$ cat config.mk
export PLATFORM = sky130hd
export DESIGN_NAME = codec_coefficient_programming
export DESIGN_NICKNAME = d
export VERILOG_FILES = /design/src/rtl/codec_prog_pkg.sv /design/src/rtl/codec_coefficient_programming.sv /design/src/rtl/cram_backup.sv
export VERILOG_INCLUDE_DIRS = /design/src /design/src/rtl
export SDC_FILE = /design/constraint.sdc
export NUM_CORES = 2
export LEC_CHECK = 0
export BUFFER_PORTS_ARGS = -buffer_cell sky130_fd_sc_hd__buf_4
export CELL_PAD_IN_SITES_DETAIL_PLACEMENT = 1
export CELL_PAD_IN_SITES_GLOBAL_PLACEMENT = 1
export CORE_MARGIN = 5
export CORE_UTILIZATION = 35
export CTS_CLUSTER_SIZE = 8
export DETAILED_ROUTE_END_ITERATION = 8
export GPL_ROUTABILITY_DRIVEN = 0
export GPL_TIMING_DRIVEN = 0
export MAX_ROUTING_LAYER = met4
export PLACE_DENSITY_LB_ADDON = 0.1
export SETUP_SLACK_MARGIN = 0.02
export SYNTH_ARGS = -nofsm -noshare
export SYNTH_HDL_FRONTEND = slang
export SYNTH_SLANG_ARGS = --single-unit
$ cat constraint.sdc
create_clock -name core_clk -period 68.3 [get_ports core_clk]
set_input_delay 3.415 -clock core_clk [delete_from_list [all_inputs] [get_ports core_clk]]
set_output_delay 3.415 -clock core_clk [all_outputs]
set_load 0.02 [all_outputs]
$ cat src/rtl/codec_prog_map.svh
// address map, field positions, codes and counts of the coefficient programming block
`ifndef CODEC_PROG_MAP_SVH
`define CODEC_PROG_MAP_SVH

// command word fields
`define CMD_RW_BIT 7
`define CMD_CLS_HI 5
`define CMD_CLS_LO 4
`define CMD_OP_HI 3
`define CMD_OP_LO 0

// operation codes inside a class
`define OP_LAST 4'hF
`define COP_TONE_FILTER 4'h3
`define COP_CONTROL_GEN 4'h4
`define COP_SIDETONE 4'h6
`define XOP_VOLUME 4'h6
`define XOP_NOP 4'hF

// data byte counts that follow a command word
`define LEN_NONE 4'h0
`define LEN_ONE 4'h1
`define LEN_SHORT 4'h4
`define LEN_VOLUME 4'h5
`define LEN_BLOCK 4'h8

// direct address map
`define REG_BASE 8'h60
`define REG_LAST 8'h6F
`define CRAM_BASE 8'h80
`define CRAM_LAST 8'hFF
`define VOLUME_REG_ADDR 8'h66
`define VOLUME_CRAM_ADDR 8'hB8
`define VOLUME_BLOCK 4'h7

// reset values
`define CFG_RESET 8'h00
`define CRAM_RESET 8'h00
`define BLOCK_BYTES 4'h8

`endif

$ cat src/rtl/codec_prog_pkg.sv
// types shared by the coefficient programming block
package codec_prog_pkg;

  typedef enum logic [1:0] {
    CLS_RESERVED,
    CLS_STATUS,
    CLS_COEFF,
    CLS_EXTENDED
  } op_class_e;

  // decoded command word
  typedef struct packed {
    logic rd;
    op_class_e cls;
    logic [3:0] op;
  } cmd_s;

  // one direct access request
  typedef struct packed {
    logic req;
    logic we;
    logic [7:0] addr;
    logic [7:0] wdata;
  } dir_req_s;

  // one location of the address map
  typedef struct packed {
    logic is_cram;
    logic [7:0] addr;
  } loc_s;

endpackage : codec_prog_pkg

$ cat src/rtl/codec_coefficient_programming.sv
// command decoder, direct access and coefficient back-up for the codec
// Contract
// - each command is followed by 0, 1, 4, 5 or 8 data bytes, any order
// - coefficient ops 0..2 carry eight tone generator bytes each
// - coefficient op 3 carries four tone filter bytes in sequence order
// - sixteen coefficient ops, each block readable and writable
// - extended op 6 moves register plus four RAM bytes; op F is no-op
// - registers 60h-6Fh and coefficient RAM 80h-FFh reachable directly
// - back-up keeps processor on a consistent block during direct changes
// - block select, access select, start and busy steer back-up
// - coefficient RAM split into sixteen blocks by four-bit address
// - blocks are eight bytes, laid out as the operation sequences
// - access select 0 uses normal RAM, 1 uses temporary block; a command write serves its block from the temporary block at 0 as well
// - start copies selected block into temporary block
// - busy is 1 while a copy runs, else 0
// - command writes to coefficients back up the block automatically
`timescale 1ns/1ps
`include "codec_prog_map.svh"
module codec_coefficient_programming (
  input wire logic core_clk,
  input wire logic rst,
  // command byte stream
  input wire logic in_valid,
  input wire logic [7:0] in_data,
  output logic in_ready,
  // direct access
  input wire codec_prog_pkg::dir_req_s dir_req,
  // read answers
  output logic out_valid,
  output logic [7:0] out_data,
  // back-up control and status bits
  input wire logic [3:0] block_address,
  input wire logic processor_access_select,
  input wire logic backup_start,
  output logic backup_busy,
  // signal processor coefficient port
  input wire logic [6:0] dsp_addr,
  output logic [7:0] dsp_rdata,
  // configuration register contents
  output logic [15:0][7:0] cfg_regs
);

  typedef enum logic [1:0] {
    ST_IDLE,
    ST_COPY,
    ST_WDATA,
    ST_RDATA
  } seq_state_e;

  // ----------------------------------------
  // decoding functions
  // ----------------------------------------
  // split the command word into its fields
  function automatic codec_prog_pkg::cmd_s decode_cmd(input logic [7:0] w);
    codec_prog_pkg::cmd_s c;
    c.rd = w[`CMD_RW_BIT];
    c.cls = codec_prog_pkg::op_class_e'(w[`CMD_CLS_HI:`CMD_CLS_LO]);
    c.op = w[`CMD_OP_HI:`CMD_OP_LO];
    return c;
  endfunction : decode_cmd

  // number of data bytes behind each command
  function automatic logic [3:0] data_len(input codec_prog_pkg::cmd_s c);
    logic [3:0] n;
    n = `LEN_NONE;
    case (c.cls)
      codec_prog_pkg::CLS_STATUS: begin
        n = (c.op == `OP_LAST) ? `LEN_BLOCK : `LEN_ONE;
      end
      // short coefficient sequences carry four bytes
      codec_prog_pkg::CLS_COEFF: begin
        if (c.op == `COP_TONE_FILTER || c.op == `COP_CONTROL_GEN || c.op == `COP_SIDETONE) begin
          n = `LEN_SHORT;
        end else begin
          n = `LEN_BLOCK;
        end
      end
      // volume sequence five bytes, no-op none
      codec_prog_pkg::CLS_EXTENDED: begin
        n = (c.op == `XOP_VOLUME) ? `LEN_VOLUME : `LEN_NONE;
      end
      default: begin
        n = `LEN_NONE;
      end
    endcase
    return n;
  endfunction : data_len

  // location of data byte idx of a sequence
  function automatic codec_prog_pkg::loc_s seq_loc(input codec_prog_pkg::cmd_s c, input logic [3:0] idx);
    codec_prog_pkg::loc_s l;
    l.is_cram = 1'b0;
    l.addr = `REG_BASE;
    case (c.cls)
      codec_prog_pkg::CLS_STATUS: begin
        l.addr = `REG_BASE + {4'h0, (c.op == `OP_LAST) ? idx : c.op};
      end
      // op n maps onto block n, bytes in order
      codec_prog_pkg::CLS_COEFF: begin
        l.is_cram = 1'b1;
        l.addr = {1'b1, c.op, idx[2:0]};
      end
      // register first, then four RAM bytes
      codec_prog_pkg::CLS_EXTENDED: begin
        l.is_cram = (idx != 4'h0);
        l.addr = (idx == 4'h0) ? `VOLUME_REG_ADDR : `VOLUME_CRAM_ADDR + {4'h0, idx - 4'h1};
      end
      default: begin
        l.is_cram = 1'b0;
      end
    endcase
    return l;
  endfunction : seq_loc

  // ----------------------------------------
  // storage and state
  // ----------------------------------------
  logic [7:0] cram [0:127];
  seq_state_e state_reg;
  seq_state_e state_next;
  codec_prog_pkg::cmd_s cmd_reg;
  codec_prog_pkg::cmd_s cmd_in;
  logic [3:0] cnt_reg;
  logic [3:0] len_reg;
  logic [3:0] len_in;
  logic auto_dca_reg;
  logic byte_take;
  logic dir_take;
  logic auto_start;
  logic [3:0] auto_block;
  logic cp_done;
  logic [3:0] cp_block;
  logic [6:0] cp_addr;
  logic [7:0] tmp_rdata;
  codec_prog_pkg::loc_s cur_loc;
  logic wr_en;
  logic [7:0] wr_addr;
  logic [7:0] wr_data;
  logic [7:0] rd_addr;
  logic [7:0] rd_data;
  logic use_tmp;

  assign cmd_in = decode_cmd(in_data);
  assign len_in = data_len(cmd_in);
  assign byte_take = in_valid && in_ready;
  // stream byte wins; direct access only while no sequence runs
  assign dir_take = dir_req.req && state_reg == ST_IDLE && !byte_take;
  assign cur_loc = seq_loc(cmd_reg, cnt_reg);
  // coefficient writes by command start their own copy
  // the volume sequence rewrites ram too, so its block is protected as well
  assign auto_start = state_reg == ST_IDLE && byte_take && !cmd_in.rd
    && (cmd_in.cls == codec_prog_pkg::CLS_COEFF
    || (cmd_in.cls == codec_prog_pkg::CLS_EXTENDED && cmd_in.op == `XOP_VOLUME));
  assign auto_block = (cmd_in.cls == codec_prog_pkg::CLS_COEFF) ? cmd_in.op : `VOLUME_BLOCK;

  // ----------------------------------------
  // back-up engine
  // ----------------------------------------
  // host start or automatic start share one engine
  cram_backup u_backup (
    .core_clk(core_clk),
    .rst(rst),
    .start(backup_start || auto_start),
    .block_address(auto_start ? auto_block : block_address),
    .cram_rdata(cram[cp_addr]),
    .tmp_idx(dsp_addr[2:0]),
    .cram_raddr(cp_addr),
    .tmp_rdata(tmp_rdata),
    .held_block(cp_block),
    .busy(backup_busy),
    .done(cp_done)
  );

  // ----------------------------------------
  // sequence control
  // ----------------------------------------
  always_comb begin
    state_next = state_reg;
    case (state_reg)
      ST_IDLE: begin
        if (byte_take && len_in != `LEN_NONE) begin
          if (cmd_in.rd) begin
            state_next = ST_RDATA;
          end else if (auto_start) begin
            state_next = ST_COPY;
          end else begin
            state_next = ST_WDATA;
          end
        end
      end
      ST_COPY: begin
        if (cp_done) begin
          state_next = ST_WDATA;
        end
      end
      ST_WDATA: begin
        if (byte_take && cnt_reg == len_reg - 4'h1) begin
          state_next = ST_IDLE;
        end
      end
      ST_RDATA: begin
        if (cnt_reg == len_reg - 4'h1) begin
          state_next = ST_IDLE;
        end
      end
      default: begin
        state_next = ST_IDLE;
      end
    endcase
  end

  // any order, fixed byte count per command
  always_ff @(posedge core_clk or posedge rst) begin
    if (rst) begin
      state_reg <= ST_IDLE;
      cmd_reg <= '0;
      len_reg <= `LEN_NONE;
      cnt_reg <= 4'h0;
      in_ready <= 1'b1;
    end else begin
      state_reg <= state_next;
      // stalls the stream while a copy runs outside a write sequence or a read is answered;
      // an auto start during a host copy would otherwise be dropped
      in_ready <= state_next == ST_WDATA || (state_next == ST_IDLE && !backup_busy && !backup_start);
      if (state_reg == ST_IDLE && byte_take) begin
        cmd_reg <= cmd_in;
        len_reg <= len_in;
        cnt_reg <= 4'h0;
      end else if ((state_reg == ST_WDATA && byte_take) || state_reg == ST_RDATA) begin
        cnt_reg <= cnt_reg + 4'h1;
      end
    end
  end

  // processor kept on the copy while a command rewrites a block
  always_ff @(posedge core_clk or posedge rst) begin
    if (rst) begin
      auto_dca_reg <= 1'b0;
    end else if (state_reg == ST_COPY && cp_done) begin
      auto_dca_reg <= 1'b1;
    end else if (state_next == ST_IDLE) begin
      auto_dca_reg <= 1'b0;
    end
  end

  // ----------------------------------------
  // write and read ports
  // ----------------------------------------
  // one write per cycle, from the stream or a direct access
  always_comb begin
    wr_en = 1'b0;
    wr_addr = cur_loc.addr;
    wr_data = in_data;
    rd_addr = cur_loc.addr;
    if (state_reg == ST_WDATA && byte_take) begin
      wr_en = 1'b1;
    end else if (dir_take) begin
      wr_en = dir_req.we;
      wr_addr = dir_req.addr;
      wr_data = dir_req.wdata;
      rd_addr = dir_req.addr;
    end
  end

  // unmapped addresses read zero
  always_comb begin
    rd_data = 8'h00;
    if (rd_addr[7]) begin
      rd_data = cram[rd_addr[6:0]];
    end else if (rd_addr >= `REG_BASE && rd_addr <= `REG_LAST) begin
      rd_data = cfg_regs[rd_addr[3:0]];
    end
  end

  // sixteen blocks of eight bytes each
  always_ff @(posedge core_clk or posedge rst) begin
    if (rst) begin
      for (int i = 0; i < 128; i++) begin
        cram[i] <= `CRAM_RESET;
      end
    end else if (wr_en && wr_addr[7]) begin
      cram[wr_addr[6:0]] <= wr_data;
    end
  end

  // configuration registers; writes outside the map are dropped
  always_ff @(posedge core_clk or posedge rst) begin
    if (rst) begin
      for (int i = 0; i < 16; i++) begin
        cfg_regs[i] <= `CFG_RESET;
      end
    end else if (wr_en && wr_addr >= `REG_BASE && wr_addr <= `REG_LAST) begin
      cfg_regs[wr_addr[3:0]] <= wr_data;
    end
  end

  // read answers: one byte per cycle for sequences
  always_ff @(posedge core_clk or posedge rst) begin
    if (rst) begin
      out_valid <= 1'b0;
      out_data <= 8'h00;
    end else begin
      out_valid <= state_reg == ST_RDATA || (dir_take && !dir_req.we);
      out_data <= rd_data;
    end
  end

  // ----------------------------------------
  // signal processor view
  // ----------------------------------------
  // the held block is served from the temporary copy while access select or a command write holds it
  assign use_tmp = (processor_access_select || auto_dca_reg) && dsp_addr[6:3] == cp_block;

  always_ff @(posedge core_clk or posedge rst) begin
    if (rst) begin
      dsp_rdata <= 8'h00;
    end else begin
      dsp_rdata <= use_tmp ? tmp_rdata : cram[dsp_addr];
    end
  end

endmodule : codec_coefficient_programming

$ cat src/rtl/cram_backup.sv
// block copy engine and temporary eight-byte coefficient block
`timescale 1ns/1ps
`include "codec_prog_map.svh"
module cram_backup (
  input wire logic core_clk,
  input wire logic rst,
  input wire logic start,
  input wire logic [3:0] block_address,
  input wire logic [7:0] cram_rdata,
  input wire logic [2:0] tmp_idx,
  output logic [6:0] cram_raddr,
  output logic [7:0] tmp_rdata,
  output logic [3:0] held_block,
  output logic busy,
  output logic done
);

  logic [7:0] tmp_mem [0:7];
  logic [2:0] cnt_reg;

  assign cram_raddr = {held_block, cnt_reg};
  assign tmp_rdata = tmp_mem[tmp_idx];

  // ----------------------------------------
  // copy sequencer
  // ----------------------------------------
  // start copies selected block; a start while busy is dropped
  always_ff @(posedge core_clk or posedge rst) begin
    if (rst) begin
      busy <= 1'b0;
      cnt_reg <= 3'h0;
      held_block <= 4'h0;
      done <= 1'b0;
    end else begin
      done <= 1'b0;
      if (!busy && start) begin
        busy <= 1'b1;
        cnt_reg <= 3'h0;
        held_block <= block_address;
      end else if (busy) begin
        cnt_reg <= cnt_reg + 3'h1;
        // busy clears after the last byte
        if (cnt_reg == 3'h7) begin
          busy <= 1'b0;
          done <= 1'b1;
        end
      end
    end
  end

  // ----------------------------------------
  // temporary block storage
  // ----------------------------------------
  // one byte per cycle, eight cycles a block
  always_ff @(posedge core_clk or posedge rst) begin
    if (rst) begin
      for (int i = 0; i < 8; i++) begin
        tmp_mem[i] <= `CRAM_RESET;
      end
    end else if (busy) begin
      tmp_mem[cnt_reg] <= cram_rdata;
    end
  end

endmodule : cram_backup

==> flow_metrics.py <==
metrics = {
    "finish": {
        "fillCellCount": 22200,
        "drive_above_1_share_pct": 23.5,
        "fin_nets": 6961,
        "final_cells": 9798,
        "largest_register_ffs": 1024,
        "top_register": "cram",
        "regArea_um2": 31500,
        "area_growth_pct": 16.0,
        "post-route-util_pct": 40.7,
        "reg.largest.list": "cram x1024, cfg_regs x128, u_backup.tmp_mem x64",
        "multi_input_area_um2": 37600,
        "fin_area_um2": 83100,
    },
    "power_and_ir_drop": {
        "cellLeakagePower_nw": 34.6,
        "power_density_nw_per_um2": 47.8,
        "total_power_mw": 3.97,
        "peakVddDrop_v": 0.0000635,
    },
    "global_route": {
        "grt_pass1_wl_um": 622000,
        "grt_max_degree": 127,
        "track_usage_pct": 44.4,
        "antenna_found_initial": 83,
        "grt_overflow": 0,
        "grt_pass1_vias": 67100,
    },
    "clock_tree": {
        "root_buffer": "clkbuf_16",
        "h-tree-depth": 4,
        "insertion_delay_ns": 0.92,
        "clk_pin_slew_ns": 0.05,
        "clock-sinks": 1259,
        "cts_resized": 0,
        "clk_path_buf_depth": 3,
        "cts_made_buffers": 181,
        "cts_setup_buffers": 0,
        "ctsHoldBuffers": 0,
        "cts_tree": "done",
    },
    "logic_synthesis": {
        "ys_warn_count": 0,
        "synth_top_area_share_pct": 44.0,
        "synth_cells": 6507,
        "synth_common_cells": "dfrtp_1, a21oi_1, nor2_1",
        "yosys_most_used_dff": "dfrtp_1",
        "synth.net_count": 6554,
        "synth_top_cell_by_area": "dfrtp_1",
        "synth_cell_types": 71,
        "synthesis.area_um2": 71600,
        "postSynthAreaPerCell_um2": 11.0,
        "ys_top_cells_by_area": "dfrtp_1, mux4_2, a21oi_1",
        "async_flop_share_pct": 100,
        "seq_area_frac_synth_pct": 44.0,
        "synth_most_common_cell": "dfrtp_1",
        "synth_edf_count": 0,
        "synth-seq-cells": 1259,
    },
    "route": {
        "via_count": 71200,
        "post_drt_wl_per_cell_um": 48.3,
        "drt_wl_total_um": 473000,
        "drt_iter0_drc": 13000,
        "drtPass1Iterations": 9,
        "drc": 44,
        "vias_per_cell": 7.26,
        "antenna_left": 0,
    },
    "setup_path": {
        "criticalPathCategory": "in -> reg",
        "worst_setup_path_end_kind": "register",
        "worstPathCellList": "buf_4 > a21oi_1 > nand2_1 > mux2i_1 > buf_2 > buf_2 > clkbuf_1 > nand3_1 > a311oi_1 > o22ai_1 > a2111oi_1 > o21ai_0",
        "critPathArrivalTime_ns": 10.19,
        "worst_setup_path_start_kind": "input pin",
        "cp_max_fo": 10,
        "slowest_delay_ns": 1.19,
        "rr_worst_depth": 14,
        "cp_common_cell": "buf_2",
        "worstPathRequired_ns": 69.01,
        "cp_slowest_cell": "clkbuf_1",
    },
    "timing": {
        "setup_viol": 0,
        "clock.fmax_mhz": 106,
        "skew_ns": 0.0512,
        "period_share_pct": 13.9,
        "setup_tns_ns": 0,
        "worst_pin_slew_ns": 1.86,
        "slew_headroom_pct": -24.0,
        "report.final.slew_viol_count": 272,
        "finalHoldViolations": 0,
        "setup_ws_ns": 58.83,
        "period_minus_slack_ns": 9.47,
        "rsz0062_at_grt": "false",
        "whs_ns": 0.473,
    },
    "floorplanning": {
        "ios": 189,
        "die_y_um": 462,
        "die_area_um2": 214000,
        "std_cell_rows": 166,
        "initial_utilization_pct": 35.1,
        "fp.coreArea_um2": 204000,
        "die_x_um": 462,
    },
    "job": {
        "cap_violations": 30,
    },
    "min_path": {
        "min_path_type": "reg -> reg",
        "min_path_cells": 2,
    },
    "placed_design": {
        "place_area_um2": 77600,
        "io_buffers": 177,
        "dp_cells": 9416,
        "place_ws_ns": 58.60,
        "place_hpwl_um": 346000,
    },
    "run_status": {
        "violations": "design-rule violations, max-capacitance violations, max-slew violations",
        "status": "finished, violations left",
    },
}
[logic make-up (layout without fill, tap and decap cells)]
logic type,count (synthesis),after routing,share of synthesized area [%]
AO/OA/AOI/OAI,1639,1639,12.5
XOR/XNOR,7,7,0.0856
adder cells (fa/ha/maj),5,5,0.0873
buffers and inverters,615,1074,3.73
flip-flops,1259,1259,44.0
multiplexers,969,969,28.3
other,0,144,0
AND/OR/NAND/NOR,2013,2013,11.3
[worst max-delay path, delay by kind of cell]
family	cells	cell delay, ns
AOI/OAI and AO/OA	5	2.83
buffers and inverters	4	2.60
muxes	1	0.81
and+or+nand+nor	2	0.47
[cells in the final DEF (no fill, tap or decap), types with 10 or more instances in the layout]
master,count
diode_2,144
nor2_2,21
clkbuf_16,183
a31oi_1,10
clkbuf_1,305
clkbuf_2,57
a211oi_1,12
nand4_1,27
a32oi_1,10
buf_8,15
buf_1,41
nand2_1,838
nor3_1,15
nor4_1,14
nand3_1,112
o21ai_0,447
a22oi_1,24
mux4_2,845
buf_2,201
a221o_1,13
a21oi_1,986
buf_16,27
a22o_1,10
buf_4,202
nor2b_1,14
a221oi_1,58
mux2i_1,111
nor2_1,916
dfrtp_1,1258
[power breakdown]
part / total, mW / switching, mW / internal [mW]
clock network: 0.862 / 0.371 / 0.491
logic: 2.11 / 1.60 / 0.511
registers: 0.996 / 0.143 / 0.853
total: 3.97 / 2.11 / 1.86
[metal layers]
metal | routed length (um) | track usage (%) | vias up
met3 | 77800 | 27.3 | 2453
met1 | 160000 | 48.7 | 36400
met2 | 184000 | 56.8 | 7197
met4 | 51100 | 35.0 | 0
met5 | 0 | - | -
li1 | - | - | 25100
[layout make-up]
type                            instances  share of cell area [%]
Buffer                                609                    3.32
Tap cell                             2688                    4.05
Antenna cell                          144                   0.434
Clock buffer                          218                    5.77
Timing Repair Buffer                  224                    2.87
Sequential cell                      1259                    37.9
Multi-Input combinational cell       4633                    45.3
Inverter                                6                  0.0361
Clock inverter                         17                   0.343
[final timing paths]
check                                                    to  slack (ns)                              from
hold reg to reg            u_backup.tmp_mem[39]$_DFFE_PP0P_        0.47  u_backup.tmp_mem[39]$_DFFE_PP0P_
setup reg to reg                      out_data[7]$_DFF_PP0_       60.68            cnt_reg[0]$_DFFE_PP0P_
setup / recovery                      out_data[7]$_DFF_PP0_       58.83                          in_valid
min in group asynchronous            state_reg[0]$_DFF_PP0_        2.56                               rst
max in group asynchronous             cram[191]$_DFFE_PP0P_       62.96                               rst
hold / removal             u_backup.tmp_mem[39]$_DFFE_PP0P_        0.47  u_backup.tmp_mem[39]$_DFFE_PP0P_
(Power assumes the default switching activity.)
